[config.mk]
export PLATFORM = sky130hd
export DESIGN_NAME = bfq_core
export DESIGN_NICKNAME = d
export VERILOG_FILES = /design/src/bfq_pkg.sv /design/src/bfq_core.sv
export SDC_FILE = /design/constraint.sdc
export NUM_CORES = 1
export LEC_CHECK = 0
export BUFFER_PORTS_ARGS = -buffer_cell sky130_fd_sc_hd__buf_2
export CAP_MARGIN = 0
export CELL_PAD_IN_SITES_DETAIL_PLACEMENT = 0
export CELL_PAD_IN_SITES_GLOBAL_PLACEMENT = 1
export CORE_MARGIN = 3
export CORE_UTILIZATION = 47
export CTS_CLUSTER_DIAMETER = 40
export DETAILED_ROUTE_END_ITERATION = 10
export GPL_TIMING_DRIVEN = 0
export HOLD_SLACK_MARGIN = 0.1
export PLACE_DENSITY_LB_ADDON = 0.1
export RECOVER_POWER = 25
export SLEW_MARGIN = 30
export SYNTH_ARGS = -nofsm -noshare
export SYNTH_HDL_FRONTEND = slang
export SYNTH_SLANG_ARGS = --single-unit
[constraint.sdc]
create_clock -name i_core_clk -period 7.4 [get_ports i_core_clk]
set_input_delay 0.37 -clock i_core_clk [delete_from_list [all_inputs] [get_ports i_core_clk]]
set_output_delay 0.37 -clock i_core_clk [all_outputs]
set_load 0.01 [all_outputs]
[src/bfq_pkg.sv]
/*
  Package for the bridge fault qualify and action block: field widths,
  mask and status bit positions, timing constants.
  Assumes a single 20 MHz core clock domain.
*/
package bfq_pkg;
  // ===========================================================
  // Widths and timing
  localparam int unsigned BFQ_NFET = 6;
  localparam int unsigned BFQ_CODE_W = 6;
  localparam int unsigned BFQ_CLK_HZ = 20_000_000;
  localparam int unsigned BFQ_QT_STEP_NS = 100;
  localparam int unsigned BFQ_TH_STEP_MV = 50;
  // Cycles per 100 ns step, at least one
  localparam int unsigned BFQ_QT_STEP_CYC_I =
    (BFQ_QT_STEP_NS * (BFQ_CLK_HZ / 1_000_000) + 999) / 1000;
  localparam int unsigned BFQ_QT_STEP_CYC = (BFQ_QT_STEP_CYC_I < 1) ? 1 : BFQ_QT_STEP_CYC_I;
  localparam int unsigned BFQ_TMR_W = 10;
  // ===========================================================
  // Register offsets
  localparam logic [3:0] BFQ_REG_CFG = 4'h0;
  localparam logic [3:0] BFQ_REG_FAULT_FLAG_OUTPUT = 4'h1;
  localparam logic [3:0] BFQ_REG_STAT = 4'h2;
  localparam logic [3:0] BFQ_REG_MASK = 4'h3;
  localparam logic [3:0] BFQ_REG_INTM = 4'h4;
  // Config fields
  localparam int unsigned BFQ_CFG_TH_LSB = 0;
  localparam int unsigned BFQ_CFG_QT_LSB = 8;
  localparam int unsigned BFQ_CFG_MODE_BIT = 16;
  localparam int unsigned BFQ_CFG_ESF_BIT = 17;
  localparam int unsigned BFQ_CFG_RDCLR_BIT = 18;
  // Status / mask bit positions for other sources
  localparam int unsigned BFQ_S_VREG = 0;
  localparam int unsigned BFQ_S_VBB = 1;
  localparam int unsigned BFQ_S_VLR = 2;
  localparam int unsigned BFQ_S_VIO = 3;
  localparam int unsigned BFQ_S_WD = 4;
  localparam int unsigned BFQ_S_ETO = 5;
  localparam int unsigned BFQ_S_OT = 6;
  localparam int unsigned BFQ_S_TW = 7;
  localparam int unsigned BFQ_S_OC = 8;
  localparam int unsigned BFQ_S_SER = 9;
  localparam int unsigned BFQ_S_MEM = 10;
  localparam int unsigned BFQ_S_VDS = 11;
  localparam int unsigned BFQ_S_BS = 12;
  localparam int unsigned BFQ_NSRC = 13;
  // Reset values
  localparam logic [31:0] BFQ_CFG_RST = 32'h0000_0A20;
  localparam logic [BFQ_NSRC-1:0] BFQ_MASK_RST = 13'h0000;
  // Every interrupt source masked until software opts in
  localparam logic [BFQ_NSRC-1:0] BFQ_INTM_RST = 13'h1FFF;
  localparam logic [BFQ_NSRC-1:0] BFQ_UNMASKABLE = 13'h0600;
endpackage

[src/bfq_core.sv]
/*
  Fault qualification for six drain-source comparators plus fault-action
  and latching policy for the other driver faults.
  Assumes comparator and detector inputs arrive asynchronous (pins or
  analog), bridge commands and register port are on i_core_clk.
*/
`timescale 1ns/100ps
`default_nettype none
module bfq_core
  import bfq_pkg::*;
#(
  parameter int unsigned NFET = BFQ_NFET
) (
  input wire logic i_core_clk,
  input wire logic i_rst,
  // Register port
  input wire logic [3:0] i_addr,
  input wire logic [31:0] i_wdata,
  input wire logic i_wr,
  input wire logic i_rd,
  output logic [31:0] o_rdata,
  // Bridge commands, order AL AH BL BH CL CH
  input wire logic [NFET-1:0] i_gate_cmd,
  input wire logic [NFET-1:0] i_ds_cmp,
  input wire logic [2:0] i_bs_uv,
  input wire logic [BFQ_NSRC-1:0] i_src_fault,
  output logic [NFET-1:0] o_gate_drv,
  output logic [BFQ_CODE_W-1:0] o_ds_threshold_code,
  output logic o_fault_flag_output,
  output logic o_irq
);
  // ===========================================================
  // State
  typedef struct packed {
    logic [NFET-1:0] cmp_s1;
    logic [NFET-1:0] cmp_s2;
    logic [2:0] bs_s1;
    logic [2:0] bs_s2;
    logic [BFQ_NSRC-1:0] src_s1;
    logic [BFQ_NSRC-1:0] src_s2;
    logic [NFET-1:0] cmd_prev;
    logic [NFET*BFQ_TMR_W-1:0] deb_tmr;
    logic [BFQ_TMR_W-1:0] blank_tmr;
    logic [NFET-1:0] ds_bit;
    logic [NFET-1:0] ds_state;
    logic [2:0] bs_bit;
    logic [2:0] bs_state;
    logic [BFQ_NSRC-1:0] lat;
    logic [BFQ_NSRC-1:0] sticky;
    logic [BFQ_NSRC-1:0] mask;
    logic [BFQ_NSRC-1:0] intm;
    logic [31:0] cfg;
    logic [31:0] rdata;
  } bfq_state_t;

  bfq_state_t s_q;
  bfq_state_t s_d;

  logic [BFQ_CODE_W-1:0] qt_code;
  logic [BFQ_TMR_W-1:0] qt_cyc;
  logic mode_blank;
  logic stop_on_fault;
  logic [NFET-1:0] ds_valid;
  logic [2:0] bs_valid;
  logic [BFQ_NSRC-1:0] src_live;
  logic [NFET-1:0] kill_one;
  logic kill_all;
  logic fault_flag_output_clr;
  logic stat_clr;
  logic gen_flag;

  // Either of the two FETs of phase p set in v: two FETs per phase
  function automatic logic [2:0] phase_fets(input logic [NFET-1:0] v, input int p);
    return {2'b00, v[2*p] | v[2*p+1]};
  endfunction

  // ===========================================================
  // Config decode
  assign qt_code = s_q.cfg[BFQ_CFG_QT_LSB +: BFQ_CODE_W];
  assign qt_cyc = BFQ_TMR_W'(qt_code) * BFQ_TMR_W'(BFQ_QT_STEP_CYC);
  assign mode_blank = s_q.cfg[BFQ_CFG_MODE_BIT];
  assign stop_on_fault = s_q.cfg[BFQ_CFG_ESF_BIT];
  // Read clear only with the read-clear control at zero
  assign fault_flag_output_clr = i_rd && (i_addr == BFQ_REG_FAULT_FLAG_OUTPUT) && !s_q.cfg[BFQ_CFG_RDCLR_BIT];
  assign stat_clr = i_rd && (i_addr == BFQ_REG_STAT) && !s_q.cfg[BFQ_CFG_RDCLR_BIT];
  // Masked sources disappear entirely, except the unmaskable ones
  assign src_live = s_q.src_s2 & ~(s_q.mask & ~BFQ_UNMASKABLE);

  // ===========================================================
  // Qualification
  always_comb begin
    ds_valid = '0;
    for (int i = 0; i < NFET; i++) begin
      if (mode_blank) begin
        ds_valid[i] = s_q.cmp_s2[i] && (s_q.blank_tmr == '0);
      end else begin
        // Comparator only trusted while the FET is on
        ds_valid[i] = s_q.cmp_s2[i] && s_q.cmd_prev[i] &&
          (s_q.deb_tmr[i*BFQ_TMR_W +: BFQ_TMR_W] >= qt_cyc);
      end
    end
    if (s_q.mask[BFQ_S_VDS]) begin
      ds_valid = '0;
    end
    for (int p = 0; p < 3; p++) begin
      bs_valid[p] = s_q.bs_s2[p] && !s_q.mask[BFQ_S_BS];
    end
  end

  // ===========================================================
  // Gate action
  always_comb begin
    kill_one = s_q.ds_state;
    for (int p = 0; p < 3; p++) begin
      if (s_q.bs_state[p]) begin
        kill_one[2*p] = 1'b1;
        kill_one[2*p+1] = 1'b1;
      end
    end
    kill_all = src_live[BFQ_S_VREG] || src_live[BFQ_S_VIO] || src_live[BFQ_S_WD] ||
      src_live[BFQ_S_MEM] || s_q.lat[BFQ_S_VIO] || s_q.lat[BFQ_S_WD] ||
      s_q.lat[BFQ_S_MEM];
    if (stop_on_fault) begin
      kill_all = kill_all || src_live[BFQ_S_VBB] || src_live[BFQ_S_VLR] ||
        s_q.lat[BFQ_S_VLR] || src_live[BFQ_S_ETO] || src_live[BFQ_S_OT] ||
        s_q.lat[BFQ_S_OT];
      kill_all = kill_all || (|s_q.ds_state) || (|s_q.bs_state);
    end
    gen_flag = (|s_q.ds_state) || (|s_q.bs_state) || (|s_q.lat) ||
      (|(src_live & ~(13'h1 << BFQ_S_SER)));
  end

  // Bridge output, held off during reset by the reset itself
  assign o_gate_drv = (kill_all || i_rst) ? '0 : (i_gate_cmd & ~kill_one);
  assign o_fault_flag_output = gen_flag;
  assign o_ds_threshold_code = s_q.cfg[BFQ_CFG_TH_LSB +: BFQ_CODE_W];
  assign o_rdata = s_q.rdata;
  assign o_irq = |(s_q.sticky & ~s_q.intm);

  // ===========================================================
  // Next state
  always_comb begin
    logic [NFET-1:0] rise;
    logic [BFQ_NSRC-1:0] ev;
    rise = '0;
    ev = '0;
    s_d = s_q;
    s_d.cmp_s1 = i_ds_cmp;
    s_d.cmp_s2 = s_q.cmp_s1;
    s_d.bs_s1 = i_bs_uv;
    s_d.bs_s2 = s_q.bs_s1;
    s_d.src_s1 = i_src_fault;
    s_d.src_s2 = s_q.src_s1;
    s_d.cmd_prev = i_gate_cmd;
    rise = i_gate_cmd & ~s_q.cmd_prev;

    // Independent debounce timers, saturating at the qualify time
    for (int i = 0; i < NFET; i++) begin
      if (!(s_q.cmp_s2[i] && s_q.cmd_prev[i]) || mode_blank) begin
        s_d.deb_tmr[i*BFQ_TMR_W +: BFQ_TMR_W] = '0;
      end else if (s_q.deb_tmr[i*BFQ_TMR_W +: BFQ_TMR_W] < qt_cyc) begin
        s_d.deb_tmr[i*BFQ_TMR_W +: BFQ_TMR_W] = s_q.deb_tmr[i*BFQ_TMR_W +: BFQ_TMR_W] + 1'b1;
      end
    end

    // Shared blanking timer, retriggered by any gate command edge
    if (i_gate_cmd != s_q.cmd_prev) begin
      s_d.blank_tmr = qt_cyc;
    end else if (s_q.blank_tmr != '0) begin
      s_d.blank_tmr = s_q.blank_tmr - 1'b1;
    end

    // Drain-source fault state: recommand-on clears it only without stop
    if (!stop_on_fault) begin
      s_d.ds_state = s_q.ds_state & ~rise;
      for (int p = 0; p < 3; p++) begin
        if (phase_fets(rise, p) != 3'b000) begin
          s_d.bs_state[p] = 1'b0;
        end
      end
    end
    if (fault_flag_output_clr) begin
      s_d.ds_bit = '0;
      s_d.ds_state = '0;
      s_d.bs_bit = '0;
      s_d.bs_state = '0;
    end
    // Set wins over every clear
    s_d.ds_bit = s_d.ds_bit | ds_valid;
    s_d.ds_state = s_d.ds_state | ds_valid;
    s_d.bs_bit = s_d.bs_bit | bs_valid;
    s_d.bs_state = s_d.bs_state | bs_valid;

    // Latched fault states for other sources
    if (stat_clr) begin
      s_d.lat = '0;
    end
    s_d.lat[BFQ_S_VLR] = s_d.lat[BFQ_S_VLR] | src_live[BFQ_S_VLR];
    s_d.lat[BFQ_S_VIO] = s_d.lat[BFQ_S_VIO] | src_live[BFQ_S_VIO];
    s_d.lat[BFQ_S_WD] = s_d.lat[BFQ_S_WD] | src_live[BFQ_S_WD];
    s_d.lat[BFQ_S_MEM] = s_d.lat[BFQ_S_MEM] | src_live[BFQ_S_MEM];
    s_d.lat[BFQ_S_OT] = s_d.lat[BFQ_S_OT] | (src_live[BFQ_S_OT] & stop_on_fault);

    // Status bits, sticky, cleared by reading status
    ev = src_live;
    ev[BFQ_S_VDS] = |ds_valid;
    ev[BFQ_S_BS] = |bs_valid;
    if (stat_clr) begin
      s_d.sticky = '0;
    end
    s_d.sticky = s_d.sticky | ev;

    // Register writes
    if (i_wr) begin
      unique case (i_addr)
        BFQ_REG_CFG: s_d.cfg = i_wdata;
        BFQ_REG_MASK: s_d.mask = i_wdata[BFQ_NSRC-1:0];
        BFQ_REG_INTM: s_d.intm = i_wdata[BFQ_NSRC-1:0];
        default: s_d.cfg = s_d.cfg;
      endcase
    end

    // Read data, one cycle after the strobe
    s_d.rdata = '0;
    if (i_rd) begin
      unique case (i_addr)
        BFQ_REG_CFG: s_d.rdata = s_q.cfg & 32'h0007_3F3F;
        BFQ_REG_FAULT_FLAG_OUTPUT: s_d.rdata = {20'h0_0000, 1'b0, s_q.bs_bit, 2'b00, s_q.ds_bit};
        BFQ_REG_STAT: s_d.rdata = {19'h0_0000, s_q.sticky};
        BFQ_REG_MASK: s_d.rdata = {19'h0_0000, s_q.mask};
        BFQ_REG_INTM: s_d.rdata = {19'h0_0000, s_q.intm};
        default: s_d.rdata = '0;
      endcase
    end
  end

  // ===========================================================
  // Registers
  always_ff @(posedge i_core_clk or posedge i_rst) begin
    if (i_rst) begin
      s_q <= '0;
      s_q.cfg <= BFQ_CFG_RST;
      s_q.mask <= BFQ_MASK_RST;
      s_q.intm <= BFQ_INTM_RST;
    end else begin
      s_q <= s_d;
    end
  end
endmodule
`default_nettype wire

==> out/qor.csv <==
stage,metric,value,unit
run_status,status,finished with violations,
run_status,violations,"max-capacitance violations, max-slew violations",
yosys,synth_edf_count,0,
sta,worstMarginPinSlew,2.35,ns
route,first_iter_violations,570,
placement,place.gp.congestion,0.810,
min_path,holdCritPathClass,input port to flop,
clocking,tritoncts,yes,
yosys,synth-xor-area-share,1.93,%
grt,antenna_found_initial,0,
critical_path,cp_max_fo,6,
clocking,cts_buffers,35,
clocking,numClockSinks,214,
critical_path,cp-start-kind,flop,
placement,hpwl,17.4,mm
final_layout,final_util,60.2,%
sta,min_period,3.47,ns
clocking,cts_setup_buffers,0,
sta,rsz0062_at_grt,no,
route,postRouteAntennaNets,0,
placement,place_area,0.0109,mm2
yosys,synth_top_cell_by_area,dfrtp_1,
flow_run,drv_cap,1,
final_layout,layout.nets,1186,
sta,setup_viol,0,
clocking,worstSkewPairLatency,0.50,ns
yosys,yosysWarningCount,0,
sta,hold_viol_final,0,
final_layout,final_common_cell,dfrtp_1,
critical_path,crit_required,7.03,ns
placement,portBuffers,83,
sta,max_freq,288,MHz
grt,grt_overflow,0,
final_layout,num_antenna_cells,0,
sta,hold_ws,0.115,ns
placement,dp_cells,1272,
route,dr.pass1.iters,6,
power_and_ir_drop,power.density,291,mW/mm2
yosys,synth_cell_type_count,65,
grt,first_global_vias,7222,
die,die_x,152,um
grt,grt_pass1_wl,39.3,mm
grt,grtUsageTotal,22.0,%
route,wire_per_inst,18.3,um
die,fp-row-count,52,
yosys,synth_top_area_share,49.6,%
critical_path,cp_data_arrival_time,3.10,ns
power_and_ir_drop,power.leakage,5.67,nW
route,wl,25.0,mm
clocking,cts_buffer_depth,3,
route,via_count,7472,
die,dieArea,0.0230,mm2
die,pin_count,114,
final_layout,final_cell_mix,"198 x dfrtp_1, 76 x buf_2, 55 x nand2_1, 54 x inv_1, 54 x nor2_1",
sta,clock_skew,0.0155,ns
yosys,ys.flop_type,dfrtp_1,
sta,period_share,46.9,%
yosys,synth_mux_area_share,4.93,%
final_layout,stdcell_area,0.0124,mm2
yosys,synthArstFlopShare,100,%
grt,grt_max_degree,95,
clocking,cts_max_level,2,
clocking,cts-root-buf,clkbuf_16,
yosys,netlist_instances,903,
yosys,yosys.area_share.simple,15.3,%
final_layout,layoutNonFillerInstCount,1365,
yosys,syn_area,0.00998,mm2
die,dieHeight,152,um
critical_path,cp-end-kind,output pin,
yosys,synth_top_family_by_area,simple AND/OR/NAND/NOR gates,
yosys,avgSynthCellArea,11.1,um2
sta,drv_slew,50,
yosys,ys_seq_area_share,53.8,%
power_and_ir_drop,peakVddDrop,0.203,mV
sta,slew_headroom,-57.6,%
yosys,synth_fa_ha_area_share,6.14,%
yosys,ys_ff_latch,214,
final_layout,syn2layout_area_growth,23.9,%
route,drc,0,
die,start_util,48.6,%
yosys,synth-compound-area-share,12.0,%
critical_path,crit_type,flop to output pin,
final_layout,drive_gt1_share,23.3,%
clocking,clk_pin_slew,0.05,ns
die,fp.coreArea,0.0206,mm2
route,viasPerCell,5.47,
yosys,synth_area_leaders,"dfrtp_1 50%, ha_1 6.1%, mux2_2 4.6%",
[per-stage QoR]
step | total power [mW] | setup slack (ns) | TNS (ns)
2_1_floorplan | 1.73 | 1.21 | 0
3_3_place_gp | 1.89 | -1.29 | -254.45
3_5_place_dp | 1.91 | 4.47 | 0
4_1_cts | 3.63 | 3.86 | 0
5_1_grt | 3.75 | 3.82 | 0
6_report | 3.60 | 3.93 | 0
[synthesized netlist by cell type (16+ instances only)]
library cell and instances:
a21o_1 20, xnor2_1 21, o21ai_0 29, mux2_2 41, nand3_1 24, dfrtp_1 198
a21oi_1 51, nor2_1 54, clkbuf_1 18, nor4_1 19, inv_1 55, buf_4 38
ha_1 49, nor3_1 20, dfstp_2 16, nand2_1 55
[flip-flops by register name (all words and copies together), names as in the netlist]
signal               cells
s_q                    162
s_d                     22
o_rdata                 17
o_ds_threshold_code      6
qt_code                  6
mode_blank               1
[final timing paths]
kind	from	end	slack, ns	cells past startpoint
max in group asynchronous	i_rst	o_ds_threshold_code[5]$_DFFE_PP1P_	5.05	4
worst max register to register	qt_code[3]$_DFFE_PP1P_	s_q[125]$_DFF_PP0_	4.59	7
worst max-delay path	s_q[116]$_DFF_PP0_	o_gate_drv[5]	3.93	6
worst min-delay path	i_wdata[13]	qt_code[5]$_DFFE_PP0P_	0.12	2
worst min register to register	s_d[212]$_DFF_PP0_	s_q[212]$_DFF_PP0_	0.35	0
min in group asynchronous	i_rst	s_q[133]$_DFF_PP0_	1.11	3
[critical path, cell delays in order (launching register included)]
cell     delay, ns
dfrtp_1       0.40
or4_1         0.56
nor3_2        0.13
nand4_1       0.21
a211o_2       0.46
nor4b_1       0.60
buf_2         0.25
[report_power, final]
part	internal (mW)	total, mW	switching (mW)
Sequential	1.31	1.43	0.117
Combinational	0.208	0.478	0.270
Clock	1.12	1.69	0.572
Total	2.64	3.60	0.958
[final cells by class]
| cell class | count | area (um2) |
|---|---|---|
| Multi-Input combinational cell | 586 | 4080 |
| Tap cell | 270 | 338 |
| Fill cell | 1794 | 8190 |
| Sequential cell | 214 | 5380 |
| Timing Repair Buffer | 115 | 759 |
| Clock buffer | 44 | 982 |
| Inverter | 55 | 208 |
| Buffer | 62 | 378 |
| Clock inverter | 19 | 253 |
[repair_timing]
| action | in CTS | in global routing |
|---|---|---|
| hold endpoints to repair | 75 | 0 |
| resized for setup | 0 | 0 |
| endpoints found under the setup margin | 0 | 0 |
| hold buffers | 30 | 0 |
[metal layers]
layer	global-route usage (%)	vias to the layer above	part of all wire, %
met2	32.8	201	45
li1	-	3562	-
met3	3.36	44	5.2
met5	0	-	0
met1	33.3	3665	48
met4	6.69	0	1.9
[kinds of logic after synthesis]
logic type	count (synthesis)
AND/OR/NAND/NOR	277
flip-flops	214
AO/OA/AOI/OAI	179
buffers and inverters	117
adder cells (fa/ha/maj)	49
multiplexers	44
XOR/XNOR	22
other	1
(Power assumes the default switching activity.)
